--- src/rtl/tdrf_cfg.svh ---
// constants for the tlb debug readout formatter
`ifndef TDRF_CFG_SVH
`define TDRF_CFG_SVH
// register byte offsets
`define TDRF_OFF_SEL 8'h00
`define TDRF_OFF_CTRL 8'h04
`define TDRF_OFF_DATA 8'h08
`define TDRF_OFF_STAT 8'h0C
// word 4 fields
`define TDRF_W4_NS_HI 31
`define TDRF_W4_NS_LO 30
`define TDRF_W4_SH_HI 29
`define TDRF_W4_SH_LO 27
`define TDRF_W4_IRA_HI 26
`define TDRF_W4_IRA_LO 25
`define TDRF_W4_ORA_HI 24
`define TDRF_W4_ORA_LO 23
`define TDRF_W4_IWA_HI 22
`define TDRF_W4_IWA_LO 21
`define TDRF_W4_OWA_HI 20
`define TDRF_W4_OWA_LO 19
`define TDRF_W4_PXN 18
`define TDRF_W4_XN2 17
`define TDRF_W4_XN1 16
`define TDRF_W4_P2_HI 12
`define TDRF_W4_P2_LO 11
`define TDRF_W4_P1_HI 10
`define TDRF_W4_P1_LO 8
`define TDRF_W4_PRIV_HI 7
`define TDRF_W4_PRIV_LO 6
`define TDRF_W4_INST_HI 5
`define TDRF_W4_INST_LO 4
// word 5 fields
`define TDRF_W5_MSKH_HI 25
`define TDRF_W5_MSKH_LO 20
`define TDRF_W5_IDH_HI 19
`define TDRF_W5_IDH_LO 14
`define TDRF_W5_PAR 13
`define TDRF_W5_ITR_HI 12
`define TDRF_W5_ITR_LO 11
`define TDRF_W5_OTR_HI 10
`define TDRF_W5_OTR_LO 9
`define TDRF_W5_ATTR_HI 8
`define TDRF_W5_ATTR_LO 4
// word 6 fields
`define TDRF_W6_MSK_HI 23
`define TDRF_W6_MSK_LO 14
`define TDRF_W6_ID_HI 13
`define TDRF_W6_ID_LO 4
// common trailer
`define TDRF_TR_VAL_HI 3
`define TDRF_TR_VAL_LO 2
`define TDRF_TR_PTR 1
`define TDRF_TR_INFO 0
// selector and control reset values, narrow identifier width
`define TDRF_SEL_RST 2'h0
`define TDRF_CTRL_RST 1'h1
`define TDRF_SID_NARROW 10
`endif

--- src/rtl/tdrf_pkg.sv ---
// types for the tlb debug readout formatter
`default_nettype none
package tdrf_pkg;
	// which debug word is selected
	typedef enum logic [1:0] {
		TDRF_WORD4 = 2'b00,
		TDRF_WORD5 = 2'b01,
		TDRF_WORD6 = 2'b10
	} tdrf_word_type;
	// bus slave states
	typedef enum logic [0:0] {
		TDRF_IDLE = 1'b0,
		TDRF_ACK = 1'b1
	} tdrf_bus_type;
endpackage
`default_nettype wire

--- src/rtl/tdrf_format.sv ---
// packs one tlb entry into debug words 4, 5 and 6
`include "tdrf_cfg.svh"
`default_nettype none
module tdrf_format
	import tdrf_pkg::*;
#(
	parameter int SID_W = 16
) (
	input wire logic [1:0] nonsecure_setting,
	input wire logic [2:0] shareability_setting,
	input wire logic [1:0] read_alloc_hint_in,
	input wire logic [1:0] read_alloc_hint_out,
	input wire logic [1:0] write_alloc_hint_in,
	input wire logic [1:0] write_alloc_hint_out,
	input wire logic priv_exec_never,
	input wire logic exec_never_flag_s2,
	input wire logic exec_never_flag_s1,
	input wire logic [1:0] stage2_permissions,
	input wire logic [2:0] stage1_permissions,
	input wire logic [1:0] privilege_setting,
	input wire logic [1:0] instruction_setting,
	input wire logic parity_bit,
	input wire logic [1:0] transient_hint_in,
	input wire logic [1:0] transient_hint_out,
	input wire logic [4:0] mem_attr,
	input wire logic [4:0] mem_attr_overlay,
	input wire logic context_translate_enable,
	input wire logic [SID_W-1:0] stream_identifier,
	input wire logic [SID_W-1:0] stream_mask,
	input wire logic [1:0] entry_validity_state,
	input wire logic pointer_valid_flag,
	input wire logic word_info_flag,
	input wire tdrf_word_type word_sel,
	output logic [31:0] word
);
	logic [5:0] sid_hi; // identifier bits 15:10 or zero
	logic [5:0] msk_hi; // mask bits 15:10 or zero
	logic [15:0] sid_x; // identifier widened to 16
	logic [15:0] msk_x; // mask widened to 16
	// widen identifier and mask, upper bits only when configured wide
	always_comb begin
		sid_x = 16'h0000;
		msk_x = 16'h0000;
		sid_x[SID_W-1:0] = stream_identifier;
		msk_x[SID_W-1:0] = stream_mask;
		sid_hi = (SID_W > `TDRF_SID_NARROW) ? sid_x[15:10] : 6'h00;
		msk_hi = (SID_W > `TDRF_SID_NARROW) ? msk_x[15:10] : 6'h00;
	end
	// build the selected word; reserved bits stay zero
	always_comb begin
		word = 32'h0000_0000;
		case (word_sel)
			TDRF_WORD4: begin
				word[`TDRF_W4_NS_HI:`TDRF_W4_NS_LO] = nonsecure_setting;
				word[`TDRF_W4_SH_HI:`TDRF_W4_SH_LO] = shareability_setting;
				word[`TDRF_W4_IRA_HI:`TDRF_W4_IRA_LO] = read_alloc_hint_in;
				word[`TDRF_W4_ORA_HI:`TDRF_W4_ORA_LO] = read_alloc_hint_out;
				word[`TDRF_W4_IWA_HI:`TDRF_W4_IWA_LO] = write_alloc_hint_in;
				word[`TDRF_W4_OWA_HI:`TDRF_W4_OWA_LO] = write_alloc_hint_out;
				word[`TDRF_W4_PXN] = priv_exec_never;
				word[`TDRF_W4_XN2] = exec_never_flag_s2;
				word[`TDRF_W4_XN1] = exec_never_flag_s1;
				word[`TDRF_W4_P2_HI:`TDRF_W4_P2_LO] = stage2_permissions;
				word[`TDRF_W4_P1_HI:`TDRF_W4_P1_LO] = stage1_permissions;
				word[`TDRF_W4_PRIV_HI:`TDRF_W4_PRIV_LO] = privilege_setting;
				word[`TDRF_W4_INST_HI:`TDRF_W4_INST_LO] =
					instruction_setting;
			end
			TDRF_WORD5: begin
				word[`TDRF_W5_MSKH_HI:`TDRF_W5_MSKH_LO] = msk_hi;
				word[`TDRF_W5_IDH_HI:`TDRF_W5_IDH_LO] = sid_hi;
				word[`TDRF_W5_PAR] = parity_bit;
				word[`TDRF_W5_ITR_HI:`TDRF_W5_ITR_LO] = transient_hint_in;
				word[`TDRF_W5_OTR_HI:`TDRF_W5_OTR_LO] = transient_hint_out;
				// overlay applies while translation is off
				word[`TDRF_W5_ATTR_HI:`TDRF_W5_ATTR_LO] =
					context_translate_enable ? mem_attr : mem_attr_overlay;
			end
			TDRF_WORD6: begin
				word[`TDRF_W6_MSK_HI:`TDRF_W6_MSK_LO] = msk_x[9:0];
				word[`TDRF_W6_ID_HI:`TDRF_W6_ID_LO] = sid_x[9:0];
			end
			default: begin
				word = 32'h0000_0000; // unmapped selector reads zero
			end
		endcase
		// common trailer on every mapped word
		if (word_sel != 2'b11) begin
			word[`TDRF_TR_VAL_HI:`TDRF_TR_VAL_LO] = entry_validity_state;
			word[`TDRF_TR_PTR] = pointer_valid_flag;
			word[`TDRF_TR_INFO] = word_info_flag;
		end
	end
endmodule // tdrf_format
`default_nettype wire

--- src/rtl/tdrf_top.sv ---
// tlb debug readout formatter with wishbone register slave
//
// Register access over Wishbone and the register offsets were decided locally.
`include "tdrf_cfg.svh"
`default_nettype none
module tdrf_top
	import tdrf_pkg::*;
#(
	parameter int SID_W = 16
) (
	input wire logic ref_clk,
	input wire logic nrst,
	// wishbone classic slave
	input wire logic wb_cyc_i,
	input wire logic wb_stb_i,
	input wire logic wb_we_i,
	input wire logic [7:0] wb_adr_i,
	input wire logic [3:0] wb_sel_i,
	input wire logic [31:0] wb_dat_i,
	output logic [31:0] wb_dat_o,
	output logic wb_ack_o,
	// tlb entry fields from the lookup
	input wire logic [1:0] nonsecure_setting,
	input wire logic [2:0] shareability_setting,
	input wire logic [1:0] read_alloc_hint_in,
	input wire logic [1:0] read_alloc_hint_out,
	input wire logic [1:0] write_alloc_hint_in,
	input wire logic [1:0] write_alloc_hint_out,
	input wire logic priv_exec_never,
	input wire logic exec_never_flag_s2,
	input wire logic exec_never_flag_s1,
	input wire logic [1:0] stage2_permissions,
	input wire logic [2:0] stage1_permissions,
	input wire logic [1:0] privilege_setting,
	input wire logic [1:0] instruction_setting,
	input wire logic parity_bit,
	input wire logic [1:0] transient_hint_in,
	input wire logic [1:0] transient_hint_out,
	input wire logic [4:0] mem_attr,
	input wire logic [4:0] mem_attr_overlay,
	input wire logic [SID_W-1:0] stream_identifier,
	input wire logic [SID_W-1:0] stream_mask,
	input wire logic [1:0] entry_validity_state,
	input wire logic pointer_valid_flag,
	input wire logic word_info_flag
);
	// refuse identifier widths the word layout cannot hold
	initial begin
		if (SID_W < 1 || SID_W > 16) begin
			$error("tdrf_top: SID_W must be 1 to 16");
		end
	end

	tdrf_bus_type bus_r; // slave state
	logic [1:0] sel_r; // word selector register
	logic xlat_en_r; // context translate enable
	logic [31:0] word; // formatted word, combinational
	logic req; // new request this cycle

	assign req = wb_cyc_i && wb_stb_i && (bus_r == TDRF_IDLE);

	// formatter instance
	tdrf_format #(
		.SID_W(SID_W)
	) u_fmt (
		.nonsecure_setting(nonsecure_setting),
		.shareability_setting(shareability_setting),
		.read_alloc_hint_in(read_alloc_hint_in),
		.read_alloc_hint_out(read_alloc_hint_out),
		.write_alloc_hint_in(write_alloc_hint_in),
		.write_alloc_hint_out(write_alloc_hint_out),
		.priv_exec_never(priv_exec_never),
		.exec_never_flag_s2(exec_never_flag_s2),
		.exec_never_flag_s1(exec_never_flag_s1),
		.stage2_permissions(stage2_permissions),
		.stage1_permissions(stage1_permissions),
		.privilege_setting(privilege_setting),
		.instruction_setting(instruction_setting),
		.parity_bit(parity_bit),
		.transient_hint_in(transient_hint_in),
		.transient_hint_out(transient_hint_out),
		.mem_attr(mem_attr),
		.mem_attr_overlay(mem_attr_overlay),
		.context_translate_enable(xlat_en_r),
		.stream_identifier(stream_identifier),
		.stream_mask(stream_mask),
		.entry_validity_state(entry_validity_state),
		.pointer_valid_flag(pointer_valid_flag),
		.word_info_flag(word_info_flag),
		.word_sel(tdrf_word_type'(sel_r)),
		.word(word)
	);

	// ack for one cycle per request, then drop
	always_ff @(posedge ref_clk or negedge nrst) begin
		if (!nrst) begin
			bus_r <= TDRF_IDLE;
			wb_ack_o <= 1'b0;
		end else begin
			case (bus_r)
				TDRF_IDLE: begin
					wb_ack_o <= req;
					bus_r <= req ? TDRF_ACK : TDRF_IDLE;
				end
				TDRF_ACK: begin
					wb_ack_o <= 1'b0;
					bus_r <= TDRF_IDLE;
				end
				default: begin
					wb_ack_o <= 1'b0;
					bus_r <= TDRF_IDLE;
				end
			endcase
		end
	end

	// writable control registers, lane 0 only
	always_ff @(posedge ref_clk or negedge nrst) begin
		if (!nrst) begin
			sel_r <= `TDRF_SEL_RST;
			xlat_en_r <= `TDRF_CTRL_RST;
		end else if (req && wb_we_i && wb_sel_i[0]) begin
			if (wb_adr_i == `TDRF_OFF_SEL) begin
				sel_r <= wb_dat_i[1:0];
			end
			if (wb_adr_i == `TDRF_OFF_CTRL) begin
				xlat_en_r <= wb_dat_i[0];
			end
		end
	end

	// read data captured with the ack; unmapped reads zero
	always_ff @(posedge ref_clk or negedge nrst) begin
		if (!nrst) begin
			wb_dat_o <= 32'h0000_0000;
		end else if (req && !wb_we_i) begin
			case (wb_adr_i)
				`TDRF_OFF_SEL: wb_dat_o <= {30'h0, sel_r};
				`TDRF_OFF_CTRL: wb_dat_o <= {31'h0, xlat_en_r};
				`TDRF_OFF_DATA: wb_dat_o <= word;
				`TDRF_OFF_STAT: wb_dat_o <= {29'h0, entry_validity_state,
					pointer_valid_flag};
				default: wb_dat_o <= 32'h0000_0000;
			endcase
		end
	end

	// assertions
	logic rd_data; // data read accepted
	assign rd_data = req && !wb_we_i && wb_adr_i == `TDRF_OFF_DATA;

	property p_ack_one;
		@(posedge ref_clk) disable iff (!nrst)
		wb_ack_o |=> !wb_ack_o;
	endproperty
	a_ack_one: assert property (p_ack_one) else $error("ack held");

	property p_trailer;
		@(posedge ref_clk) disable iff (!nrst)
		rd_data && sel_r != 2'b11 |=> wb_dat_o[3:0] ==
			$past({entry_validity_state, pointer_valid_flag, word_info_flag});
	endproperty
	a_trailer: assert property (p_trailer) else $error("bad trailer");

	property p_w4_res;
		@(posedge ref_clk) disable iff (!nrst)
		rd_data && sel_r == 2'b00 |=> wb_dat_o[15:13] == 3'h0 &&
			wb_dat_o[31:30] == $past(nonsecure_setting);
	endproperty
	a_w4_res: assert property (p_w4_res) else $error("word4 bad");

	property p_w4_xn;
		@(posedge ref_clk) disable iff (!nrst)
		rd_data && sel_r == 2'b00 |=> wb_dat_o[18:16] ==
			$past({priv_exec_never, exec_never_flag_s2, exec_never_flag_s1});
	endproperty
	a_w4_xn: assert property (p_w4_xn) else $error("xn bad");

	property p_w5_attr;
		@(posedge ref_clk) disable iff (!nrst)
		rd_data && sel_r == 2'b01 && !xlat_en_r |=>
			wb_dat_o[8:4] == $past(mem_attr_overlay) &&
			wb_dat_o[31:26] == 6'h00;
	endproperty
	a_w5_attr: assert property (p_w5_attr) else $error("attr bad");

	property p_w5_par;
		@(posedge ref_clk) disable iff (!nrst)
		rd_data && sel_r == 2'b01 |=> wb_dat_o[13] == $past(parity_bit);
	endproperty
	a_w5_par: assert property (p_w5_par) else $error("parity bad");

	property p_w6;
		@(posedge ref_clk) disable iff (!nrst)
		rd_data && sel_r == 2'b10 |=> wb_dat_o[31:24] == 8'h00 &&
			wb_dat_o[13:4] == $past(stream_identifier[9:0]);
	endproperty
	a_w6: assert property (p_w6) else $error("word6 bad");

	property p_w4_perm;
		@(posedge ref_clk) disable iff (!nrst)
		rd_data && sel_r == 2'b00 |=> wb_dat_o[12:8] ==
			$past({stage2_permissions, stage1_permissions});
	endproperty
	a_w4_perm: assert property (p_w4_perm) else $error("perm bad");

	property p_w4_ra;
		@(posedge ref_clk) disable iff (!nrst)
		rd_data && sel_r == 2'b00 |=> wb_dat_o[26:23] ==
			$past({read_alloc_hint_in, read_alloc_hint_out});
	endproperty
	a_w4_ra: assert property (p_w4_ra) else $error("alloc bad");
endmodule // tdrf_top
`default_nettype wire

--- config.mk ---
export PLATFORM = sky130hd
export DESIGN_NAME = tdrf_top
export DESIGN_NICKNAME = d
export VERILOG_FILES = /design/src/rtl/tdrf_pkg.sv /design/src/rtl/tdrf_format.sv /design/src/rtl/tdrf_top.sv
export VERILOG_INCLUDE_DIRS = /design/src /design/src/rtl
export SDC_FILE = /design/constraint.sdc
export NUM_CORES = 1
export LEC_CHECK = 0
export BUFFER_PORTS_ARGS = -buffer_cell sky130_fd_sc_hd__buf_2
export CORE_MARGIN = 3
export CORE_UTILIZATION = 30
export CTS_CLUSTER_SIZE = 24
export DETAILED_ROUTE_END_ITERATION = 16
export HOLD_SLACK_MARGIN = 0.03
export PLACE_DENSITY = 0.72
export SETUP_SLACK_MARGIN = 0.05
export SKIP_LAST_GASP = 1
export SLEW_MARGIN = 10
export SYNTH_ARGS = -nofsm -noshare
export SYNTH_HDL_FRONTEND = slang
export SYNTH_SLANG_ARGS = --single-unit
--- constraint.sdc ---
create_clock -name ref_clk -period 3.7 [get_ports ref_clk]
set_clock_uncertainty 0.05 [all_clocks]
set_input_delay 0.555 -clock ref_clk [delete_from_list [all_inputs] [get_ports ref_clk]]
set_output_delay 0.555 -clock ref_clk [all_outputs]
set_load 0.03 [all_outputs]
Word level (Yosys, flattened, before mapping)
Index checks and enable logic that the tools add are counted.
{"block": "totals", "reg_bits": 37, "in_bits": 125, "output_inout_bits": 33, "wordCells": 33}
{"block": "op_classes", "n_eq_ne": 6, "n_mux": 11, "bitwise_logic": 1, "n_reduce_logical": 10}
{"op": "one-hot mux 32 bit (4 select lines)", "n": 1}
{"op": "one-hot mux 9 bit (3 select lines)", "n": 1}
{"op": "one-hot mux 8 bit (3 select lines)", "n": 1}
{"op": "equality test 8 x 4 -> 1 bit (second input constant)", "n": 2}
{"op": "equality test 8 x 3 -> 1 bit (second input constant)", "n": 1}
{"op": "logical NOT 8 bit", "n": 1}
{"op": "two-way mux 6 bit", "n": 1}
{"op": "one-hot mux 3 bit (2 select lines)", "n": 1}
{"op": "logical AND 1 bit", "n": 5}
{"op": "two-way mux 5 bit", "n": 1}
{"op": "two-way mux 4 bit", "n": 1}
{"op": "one-hot mux 1 bit (2 select lines)", "n": 2}
{"op": "one-hot mux 2 bit (2 select lines)", "n": 1}
{"op": "AND reduction 2 bit", "n": 2}
{"op": "equality test 2 x 1 -> 1 bit (second input constant)", "n": 1}
{"op": "equality test 2 bit (second input constant)", "n": 1}
{"op": "logical NOT 2 bit", "n": 1}
{"op": "inequality test 2 bit (second input constant)", "n": 1}
{"op": "logical NOT 1 bit", "n": 1}
{"op": "two-way mux 1 bit", "n": 1}
{"op": "inverter 1 bit", "n": 1}

Longest topological paths before layout
Gate-level depths: netlist of the first run.
{"block": "logic_depth", "word_depth": 5, "mapped_depth": 6, "mapped_depth_nobuf": 4}

Modules after synthesis
From an unflattened synthesis of the first run, not the netlist that was laid out.
{"block": "hier_totals", "cells_unflattened": 231, "area_unflattened_um2": 2127.0}
{"mod": "tdrf_top", "instances": 1, "cells_per_inst": 157, "area_each_um2": 1589.0, "seq_area_each_um2": 902.1}
{"mod": "tdrf_format", "instances": 1, "cells_per_inst": 74, "area_each_um2": 538.0, "seq_area_each_um2": 0.0}

Worst setup path after synthesis of the first run
Ideal clock, no wire load.
{"block": "synth_timing", "kind": "input to register", "start": "input port wb_adr_i[1]", "end": "register sel_r[0]", "setup_ns": 0.125, "t_arrival_ns": 1.528, "t_required_ns": 3.525, "path_slack_ns": 1.997, "cell_stages": 3, "path_buffers": 0, "cell_sequence": "nor4_4 > and4b_4 > mux2_4"}
{"block": "synth_between", "elab_chain_cells": 2}
{"item": "start, declared", "line": "tdrf_top.sv:17", "text": "input wire logic [7:0] wb_adr_i,"}
{"item": "logical NOT 8 bit"}
{"item": "AND reduction 2 bit (no source line)"}
{"item": "end signal, assigned", "line": "tdrf_top.sv:120", "text": "sel_r <= `TDRF_SEL_RST;"}
{"item": "end signal, assigned", "line": "tdrf_top.sv:124", "text": "sel_r <= wb_dat_i[1:0];"}
{"item": "end, declared", "line": "tdrf_top.sv:55", "text": "logic [1:0] sel_r;"}
Every way passes these cells.
A chain may end at the register's enable or synchronous reset.

Final worst setup path of the first run
{"block": "layout_timing", "start": "register sel_r[0]", "end": "register wb_dat_o[4]"}
{"block": "layout_between", "elab_chain_cells": 3, "word_cells_on_any_way": 5, "cone_classes": "eq/ne: 2; mux: 2; reduce/logical: 1"}
{"item": "equality test 2 bit (tied with other cells)", "line": "tdrf_format.sv:52", "text": "case (word_sel)"}
{"item": "one-hot mux 9 bit (3 select lines) *", "line": "tdrf_format.sv:52"}
{"item": "one-hot mux 32 bit (4 select lines) *", "line": "tdrf_top.sv:137", "text": "case (wb_adr_i)"}
{"item": "end signal, assigned", "line": "tdrf_top.sv:138", "text": "`TDRF_OFF_SEL: wb_dat_o <= {30'h0, sel_r};"}
{"item": "end signal, assigned", "line": "tdrf_top.sv:139", "text": "`TDRF_OFF_CTRL: wb_dat_o <= {31'h0, xlat_en_r};"}
{"item": "end signal, assigned", "line": "tdrf_top.sv:140", "text": "`TDRF_OFF_DATA: wb_dat_o <= word;"}
{"item": "end, declared", "line": "tdrf_top.sv:20", "text": "output logic [31:0] wb_dat_o,"}
Every way passes the cells marked *; elsewhere a longest branch is shown, timed or not.

==> results of run 1 <==
final cells by class:
class | instances | share of cell area [%]
clock inverter | 2 | 0.372
sequential | 36 | 33.5
tap | 75 | 3.49
timing repair buffer | 125 | 23.3
clock buffer | 6 | 3.07
inverter | 6 | 0.837
multi-input combinational | 130 | 35.4
cells in the mapped netlist (6+ instances only):
library cell and instances:
a222oi_1 17, mux2_2 6, nand3_1 7, clkbuf_1 8, nor2_1 7, nand2_1 29
dfrtp_1 35, inv_1 6, a211oi_1 6, a22oi_1 6, o21ai_2 10, o21ai_0 13
per-stage QoR:
stage	worst slack (ps)	power (W)	std cells	utilization, %
2_1_floorplan	2000	0.000490	188	-
3_3_place_gp	1420	0.000565	372	42.4
3_5_place_dp	1380	0.000569	372	42.4
4_1_cts	1620	0.000860	380	43.9
5_1_grt	1470	0.000900	380	43.9
6_report	1620	0.000843	380	43.9
power by group:
part           total [W]  switching [W]  internal, W
logic           0.000148      0.0000815    0.0000663
clock network   0.000283       0.000134     0.000148
registers       0.000412     0.00000695     0.000405
critical path: cells and delay by family, from the launching register on:
family / cells / cell delay, ps
AO/OA/AOI/OAI: 2 / 560
flip-flops: 1 / 420
adder cells (fa/ha/maj): 1 / 830
buffers and inverters: 1 / 120
flip-flops by register name (all words and copies together) (netlist names):
| signal | count |
|---|---|
| wb_dat_o | 32 |
| bus_r | 1 |
| xlat_en_r | 1 |
| sel_r | 2 |
logic make-up after synthesis:
logic type                 Yosys count
and+or+nand+nor                     60
AOI/OAI and AO/OA                   58
DFF                                 36
buffers and inverters               22
muxes                                8
adders and majority gates            4
path summary, 6_finish.rpt:
| check | startpoint | to | cells past startpoint |
|---|---|---|---|
| min in group ref_clk | wb_dat_o[0]$_DFFE_PN0P_ | wb_dat_o[0]$_DFFE_PN0P_ | 2 |
| max reg2reg | sel_r[0]$_DFFE_PN0P_ | wb_dat_o[4]$_DFFE_PN0P_ | 4 |
| min | nrst | wb_dat_o[31]$_DFFE_PN0P_ | 1 |
| max | sel_r[0]$_DFFE_PN0P_ | wb_dat_o[4]$_DFFE_PN0P_ | 4 |
| max in group asynchronous | nrst | sel_r[0]$_DFFE_PN0P_ | 1 |
| min reg2reg | wb_dat_o[0]$_DFFE_PN0P_ | wb_dat_o[0]$_DFFE_PN0P_ | 2 |
layer usage:
| metal | GRT usage, % | vias up | part of all wire [%] |
|---|---|---|---|
| met5 | 0 | - | 0 |
| met4 | 3.12 | 0 | 0.35 |
| met3 | 4.37 | 2 | 6.3 |
| met2 | 27.6 | 79 | 51 |
| met1 | 20.8 | 928 | 42 |
| li1 | - | 954 | - |
==> out/results.txt, run 1 <==
Status -> completed
Tot GR Track Use -> 16.3%
Dpl hpwl -> 4500 um
DRT iter0 DRCs -> 150
Clock latency on the worst-skew pair -> 280 ps
Hold_ws -> 308 ps
Setup violators final -> 0
TritonCTS clock tree -> done
Post-route DRC -> 0
Critical-path cell list -> inv_1, ha_1, a222oi_1, a211oi_1
Die X -> 86.8 um
Required @ worst endpoint -> 3830 ps
TritonRoute pass-1 iters -> 4
Ys async rst share -> 100%
Final min period -> 2080 ps
Synth top area cells -> dfrtp_1 (45%), a222oi_1 (8.7%), nand2_1 (5.6%)
Cell Area, Placed -> 2600 um^2
Most frequent cells in the layout -> buf_2 (124), dfrtp_1 (35), nand2_1 (29), a222oi_1 (17), o21ai_0 (13)
Initial antenna violation count -> 0
Area Growth Syn to Fin -> 37.4%
Post-Syn Instances -> 188
RSZ-0062 raised after global routing -> no
Via count -> 1963
Mapped cell area -> 1960 um^2
Avg Inst Size Synth -> 10.4 um^2
Period utilisation layout -> 56.2%
Synth Area in Adders -> 2.55%
Synthesis-stage register bit count -> 36
Clk sinks -> 36
PD cells -> 313 nW/um^2
Antenna Violating Nets Remaining -> 0
Clock transition at path regs -> 70 ps
Initial core utilization -> 32.0%
Grt ovf -> 0
Worst-margin pin slew -> 1000 ps
# IOs -> 158
Crit-path max FO -> 25
Syn nets -> 317
Post-CTS setup repair buffer count -> 0
Worst hold-check path type -> in -> async
Synth unique cells -> 37
Setup TNS -> 0 ps
Total die area -> 7540 um^2
Fill cell count -> 620
Crit-path slowest cell -> ha_1
Max Root-Sink Buffers -> 2
Worst ir drop on vdd -> 0.140 mV
Worst slew margin -> 33.1%
Critical path's largest stage delay -> 830 ps
Routed length per instance -> 15.7 um
Vias per cell -> 5.17
Reg2Reg Setup Slack -> 1620 ps
Share of cells above drive strength 1 -> 52.1%
Register area -> 902 um^2
Multi-input logic area -> 952 um^2
Fin. Hold Viols -> 0
Main flop type after synthesis -> dfrtp_1
Pin count of the biggest net entering global routing -> 37
Critical Path Source Type -> flop
Xor/xnor cell area share of the yosys netlist -> 0%
Number of gates resized after CTS -> 0
Arrival @ worst endpoint -> 2210 ps
TritonCTS buffer count -> 5
Area leader, netlist -> dfrtp_1
Diodes inserted -> 0
H-tree levels -> 2
Top cell type's share of synthesized area -> 44.7%
Cell row count -> 28
Commonest non-fill, non-tap cell in the layout -> buf_2
Chip Height -> 86.8 um
Global-route wire length before repair -> 9660 um
Core Region -> 6130 um^2
Synth warn -> 0
Root Driver -> clkbuf_8
Seq/Total Area, Yosys -> 46.0%
Leakage -> 1.41 nW
EDFF count, synth -> 0
Synth Area in Compound Gates -> 23.5%
Nets@finish -> 433
Final wirelength -> 5970 um
Post-Synth Simple-Gate Area -> 17.6%
Max-slew violations -> 0
Mux share of post-synthesis cell area -> 4.98%
Hold_buf cts -> 0
Vias in the first global route -> 2017
Max-Cap Viols -> 0
Placer Congestion -> 0.765
Post-layout instance area -> 2690 um^2
Port Buffers -> 124
Fmax -> 481 MHz
Crit end category -> flop
Largest family of logic cells by synthesized area -> compound AO/OA/AOI/OAI gates
Critical path class -> reg -> reg
Power figures use the tool's default switching activity.
==> run 2: changes to the inputs <==
Settings changed: ABC_AREA set to 1, PLACE_DENSITY 0.72 to 0.74.
Clock period 3.7 ns to 1.75 ns, I/O delays scaled along.
==> run 2 against run 1 <==
- hold slack lost 140 ps
- critical path depth grew 3
- count of clock-buffer cells in the layout grew 1
- sequential share of layout area shrank 1.9 points
- critical endpoint is now wb_dat_o[30]$_DFFE_PN0P_
- fmax grew 32%
- combinational power grew 18%
- routed wire length grew 0.99%
- clock power grew 120%
- first-iteration DRC count shrank 39%
==> out/results.txt, run 2 <==
Required @ worst endpoint -> 1860 ps
Clock latency on the worst-skew pair -> 280 ps
Final min period -> 1570 ps
PD cells -> 576 nW/um^2
Worst r2r path cells -> 7
Diodes inserted -> 0
Critical-path cell list -> nor2_1, nand2_1, nor2_4, inv_1, buf_4, nand2_1, o21ai_0
Switching Share -> 22.3%
Mapped cell area -> 2020 um^2
Area leader, netlist -> dfrtp_1
EDFF count, synth -> 0
Worst-margin pin slew -> 530 ps
H-tree levels -> 2
Sequential share of power -> 51.0%
Worst slew margin -> 64.6%
Placed Cells -> 480
TritonCTS buffer count -> 5
Root Driver -> clkbuf_8
Clk sinks -> 36
Tot GR Track Use -> 15.6%
Via count -> 2211
Post-Syn Instances -> 282
Grt ovf -> 0
Leakage -> 1.72 nW
Synthesis-stage register bit count -> 36
Total die area -> 7740 um^2
Routed length per instance -> 12.4 um
Clk pwr share -> 38.4%
Worst ir drop on vdd -> 0.385 mV
Crit end category -> flop
TritonRoute pass-1 iters -> 5
Period utilisation layout -> 89.9%
Nets@finish -> 540
Core Region -> 6420 um^2
Synth top area cells -> dfrtp_1 (43%), nand2_1 (26%), nand3_1 (5.5%)
Max-Cap Viols -> 0
Post-route DRC -> 0
Syn nets -> 411
Internal -> 0.00127 W
Most used cell, CP -> nand2_1
Fin. Hold Viols -> 0
Arrival @ worst endpoint -> 1680 ps
Port Buffers -> 124
Die X -> 88.0 um
Ys async rst share -> 100%
Non-Filler Instances -> 488
# IOs -> 158
Dpl hpwl -> 4890 um
Seq/Total Area, Yosys -> 44.7%
Critical Path Source Type -> flop
Largest registers -> wb_dat_o (32), sel_r (2)
Avg Inst Size Synth -> 7.15 um^2
Final wirelength -> 6030 um
Worst hold-check path type -> in -> reg
Crit-path max FO -> 12
Status -> completed
Initial core utilization -> 31.4%
Crit-path slowest cell -> dfrtp_1
DRT iter0 DRCs -> 91
Critical path's largest stage delay -> 380 ps
Vias per cell -> 4.53
Post-synth top cells -> nand2_1 (142), dfrtp_1 (35), nand3_1 (22), nor2_1 (19), o21ai_0 (15)
Top cell type's share of synthesized area -> 43.4%
Hold path depth -> 3
Setup TNS -> 0 ps
Combinational group share of total power -> 10.6%
Final core utilization -> 44.4%
Chip Height -> 88.0 um
TritonCTS clock tree -> done
Top-count cell post-synth -> nand2_1
Main flop type after synthesis -> dfrtp_1
Most frequent cells in the layout -> nand2_1 (142), buf_2 (124), dfrtp_1 (35), nand3_1 (22), nor2_1 (19)
Share of cells above drive strength 1 -> 36.0%
Placer Congestion -> 0.743
Hold_ws -> 165 ps
Fmax -> 636 MHz
Clock transition at path regs -> 70 ps
Critical path class -> reg -> reg
Number of flip-flops in the largest register -> 32
Max Root-Sink Buffers -> 2
Cell row count -> 29
Area Growth Syn to Fin -> 41.3%
Initial antenna violation count -> 0
Biggest register -> wb_dat_o
Stages on worst setup path -> 7
Synth warn -> 0
Setup violators final -> 0
Top delay family on crit path -> simple AND/OR/NAND/NOR gates
Antenna Violating Nets Remaining -> 0
Max-slew violations -> 0
Pin count of the biggest net entering global routing -> 24
RSZ-0062 raised after global routing -> yes
Post-CTS setup repair buffer count -> 0
Vias in the first global route -> 2077
Final Power -> 0.00164 W
Global-route wire length before repair -> 9390 um
Commonest non-fill, non-tap cell in the layout -> nand2_1
Buffers plus inverters on the worst setup path -> 2
Synth unique cells -> 20
NetSw -> 0.000367 W
-- run 2: cell count changes after synthesis, moves of 10 or more --
cell | previous run | this run
a222oi_1 | 17 | 0
nand2_1 | 29 | 142
nand3_1 | 7 | 22
nor2_1 | 7 | 19
o21ai_2 | 10 | 0
-- run 2: stage by stage --
stage          worst slack [ps]  area, um^2
3_5_place_dp                128        2740
3_3_place_gp                163        2740
4_1_cts                     102        2850
2_1_floorplan               268        2020
5_1_grt                    48.1        2850
6_report                    177        2850
-- run 2: kinds of logic after synthesis --
logic type,Yosys count,synth area share [%]
AND/OR/NAND/NOR,190,39.3
flip-flops,36,44.7
AO/OA/AOI/OAI,28,8.50
buffers and inverters,24,5.02
adder cells (fa/ha/maj),4,2.48
-- run 2: power by group through the flow --
stage               Clock (W)  Combinational (W)  Sequential (W)
floorplan                   0          0.0000374        0.000855
global placement            0           0.000170        0.000852
global route         0.000698           0.000197        0.000836
CTS                  0.000663           0.000177        0.000836
detailed placement          0           0.000175        0.000852
finish               0.000630           0.000174        0.000836
-- run 2: final timing paths --
check / from / to / slack [ps]
max: bus_r$_DFF_PN0_ / wb_dat_o[30]$_DFFE_PN0P_ / 180
min: entry_validity_state[1] / wb_dat_o[3]$_DFFE_PN0P_ / 160
max reg2reg: bus_r$_DFF_PN0_ / wb_dat_o[30]$_DFFE_PN0P_ / 180
min reg2reg: wb_dat_o[11]$_DFFE_PN0P_ / wb_dat_o[11]$_DFFE_PN0P_ / 430
max in group asynchronous: nrst / wb_dat_o[23]$_DFFE_PN0P_ / 600
min in group asynchronous: nrst / sel_r[0]$_DFFE_PN0P_ / 450
-- run 2: layer usage --
metal	up-vias	track usage [%]	wire (um)
li1	1148	-	-
met1	973	19.7	2680
met2	83	26.1	2800
met3	7	4.42	467
met4	0	4.32	78
met5	-	0	0
-- run 2: tightest hold or removal path: cells and delay by family --
| kind | cells | cell delay [ps] |
|---|---|---|
| buffers and inverters | 1 | 100 |
| and+or+nand+nor | 2 | 90 |
-- run 2: layout make-up --
cell class,count,area (um^2)
inverter,13,48.8
fill,678,3570
tap,77,96.3
sequential,36,902
clock buffer,7,96.3
multi-input combinational,222,1020
timing repair buffer,133,691
-- run 2: timing repair --
item                                   CTS  global route
endpoints found under the hold margin   21             0
resized for setup                        0             1
hold buffers                             1             0
setup endpoints to repair                0             4
==> run 3: changes to the inputs <==
Settings changed: PLACE_DENSITY 0.74 to 0.72.
Clock period 1.75 ns to 1.7 ns, I/O delays scaled along.
==> run 3 against run 2 <==
- non-clock buffer count stayed put
- combinational power is 5% higher
- clock power is 2% lower
- routed wire length is 4.4% higher
- count of clock-buffer cells in the layout is 1 lower
- largest cell class unchanged
- final cell count is 0.41% higher
- sequential share of layout area is 0.25 points lower
- sequential cell count stayed put
- highest routed layer unchanged
- global-route usage is 0.095 points higher
- worst setup slack better by 23 ps
==> out/results.txt, run 3 (synthesis results as in run 2) <==
Setup violators final -> 0
Fin. Hold Viols -> 0
Crit-path max FO -> 11
Multi-input logic area -> 1030 um^2
Antenna Violating Nets Remaining -> 0
Vias per cell -> 4.58
Clock latency on the worst-skew pair -> 280 ps
Port Buffers -> 124
Grt ovf -> 0
Worst r2r path cells -> 7
Max-Cap Viols -> 0
Initial core utilization -> 31.4%
Arrival @ worst endpoint -> 1670 ps
Reg2Reg Setup Slack -> 200 ps
Tot GR Track Use -> 15.7%
Post-layout instance area -> 2870 um^2
Worst slew margin -> 69.5%
DRT iter0 DRCs -> 86
Global-route wire length before repair -> 9450 um
H-tree levels -> 2
Clock transition at path regs -> 70 ps
Critical path class -> reg -> reg
Nets@finish -> 541
Pin count of the biggest net entering global routing -> 26
PD cells -> 579 nW/um^2
Total die area -> 7740 um^2
Clk sinks -> 36
TritonCTS clock tree -> done
Placer Congestion -> 0.788
Cell Area, Placed -> 2750 um^2
Period utilisation layout -> 88.2%
Min-delay src -> wb_dat_i[0]
Most frequent cells in the layout -> nand2_1 (142), buf_2 (124), dfrtp_1 (35), nand3_1 (22), nor2_1 (19)
Placed Cells -> 480
Final critical-path setup slack -> 200 ps
Register area -> 902 um^2
Dpl hpwl -> 4880 um
Diodes inserted -> 0
TritonCTS buffer count -> 5
Worst hold endpoint -> xlat_en_r$_DFFE_PN1P_
Biggest register -> wb_dat_o
Final min period -> 1500 ps
Worst hold-check path type -> in -> reg
Max Root-Sink Buffers -> 2
Post-CTS setup repair buffer count -> 0
Via count -> 2242
Largest registers -> wb_dat_o (32), sel_r (2)
TritonRoute pass-1 iters -> 4
Number of flip-flops in the largest register -> 32
Vias in the first global route -> 2032
Chip Height -> 88.0 um
Worst-margin pin slew -> 458 ps
Final wirelength -> 6300 um
Core Region -> 6420 um^2
Area Growth Syn to Fin -> 42.4%
RSZ-0062 raised after global routing -> yes
Non-Filler Instances -> 490
R2R Path Start -> bus_r$_DFF_PN0_
Root Driver -> clkbuf_8
Commonest non-fill, non-tap cell in the layout -> nand2_1
Initial antenna violation count -> 0
Worst r2r dst -> wb_dat_o[9]$_DFFE_PN0P_
Setup TNS -> 0 ps
Die X -> 88.0 um
Share of cells above drive strength 1 -> 36.6%
Fmax -> 667 MHz
Required @ worst endpoint -> 1870 ps
Hold path depth -> 3
Post-route DRC -> 0
Cell row count -> 29
Worst ir drop on vdd -> 0.214 mV
Fill cell count -> 665
Critical Path Source Type -> flop
Final core utilization -> 44.7%
Max-slew violations -> 0
Crit end category -> flop
Dpl ws -> 93.8 ps
# IOs -> 158
Leakage -> 1.72 nW
Routed length per instance -> 12.8 um
Status -> completed
==> run 3: routing by layer <==
metal	wire, um	GRT usage [%]	up-vias
met2	2980	26.0	83
li1	-	-	1153
met3	403	3.20	6
met1	2830	20.8	1000
met4	86	4.46	0
met5	0	0	-
==> run 3: area by class of cell <==
| class | count | area share, % |
|---|---|---|
| Multi-Input combinational cell | 223 | 35.8 |
| Sequential cell | 36 | 31.4 |
| Timing Repair Buffer | 133 | 24.5 |
| Tap cell | 77 | 3.35 |
| Clock buffer | 6 | 2.87 |
| Inverter | 13 | 1.70 |
| Clock inverter | 2 | 0.348 |
==> run 3: metrics by stage <==
stage / total power [W] / hold slack [ps]
after detailed placement: 0.00106 / 184
after CTS: 0.00169 / 162
final: 0.00166 / 168
after floorplan: 0.000919 / -90.6
after global placement: 0.00106 / 172
after global routing: 0.00175 / 166
==> run 3: repair_timing <==
action,in CTS,in global routing
endpoints found under the setup margin,0,15
hold endpoints to repair,18,0
resized for setup,0,2
hold buffers,1,0
==> run 3: worst max-delay path, stage by stage, from the launching register on <==
cell and delay, ps:
dfrtp_1 380, nor2_1 100, nand2_1 120, nor2_4 210
nand2_4 160, nor2_4 280, nand2_1 80, nand2_1 70
==> run 3: how the worst max path moves through the flow <==
stage / slack [ps] / depth (start not counted) / from / endpoint
after floorplan: 220 / 7 / bus_r$_DFF_PN0_ / wb_dat_o[15]$_DFFE_PN0P_
after global placement: 170 / 7 / sel_r[0]$_DFFE_PN0P_ / wb_dat_o[22]$_DFFE_PN0P_
after detailed placement: 90 / 7 / sel_r[0]$_DFFE_PN0P_ / wb_dat_o[11]$_DFFE_PN0P_
after CTS: 90 / 6 / sel_r[1]$_DFFE_PN0P_ / wb_dat_o[4]$_DFFE_PN0P_
after global routing: 50 / 7 / bus_r$_DFF_PN0_ / wb_dat_o[9]$_DFFE_PN0P_
final: 200 / 7 / bus_r$_DFF_PN0_ / wb_dat_o[9]$_DFFE_PN0P_
==> run 3: where the power goes <==
part	switching, W	leakage [nW]	total (W)	internal (W)
clock	0.000297	0.0510	0.000620	0.000323
sequential	0.00000163	0.488	0.000860	0.000859
combinational	0.0000913	1.18	0.000183	0.0000921
total	0.000390	1.72	0.00166	0.00127
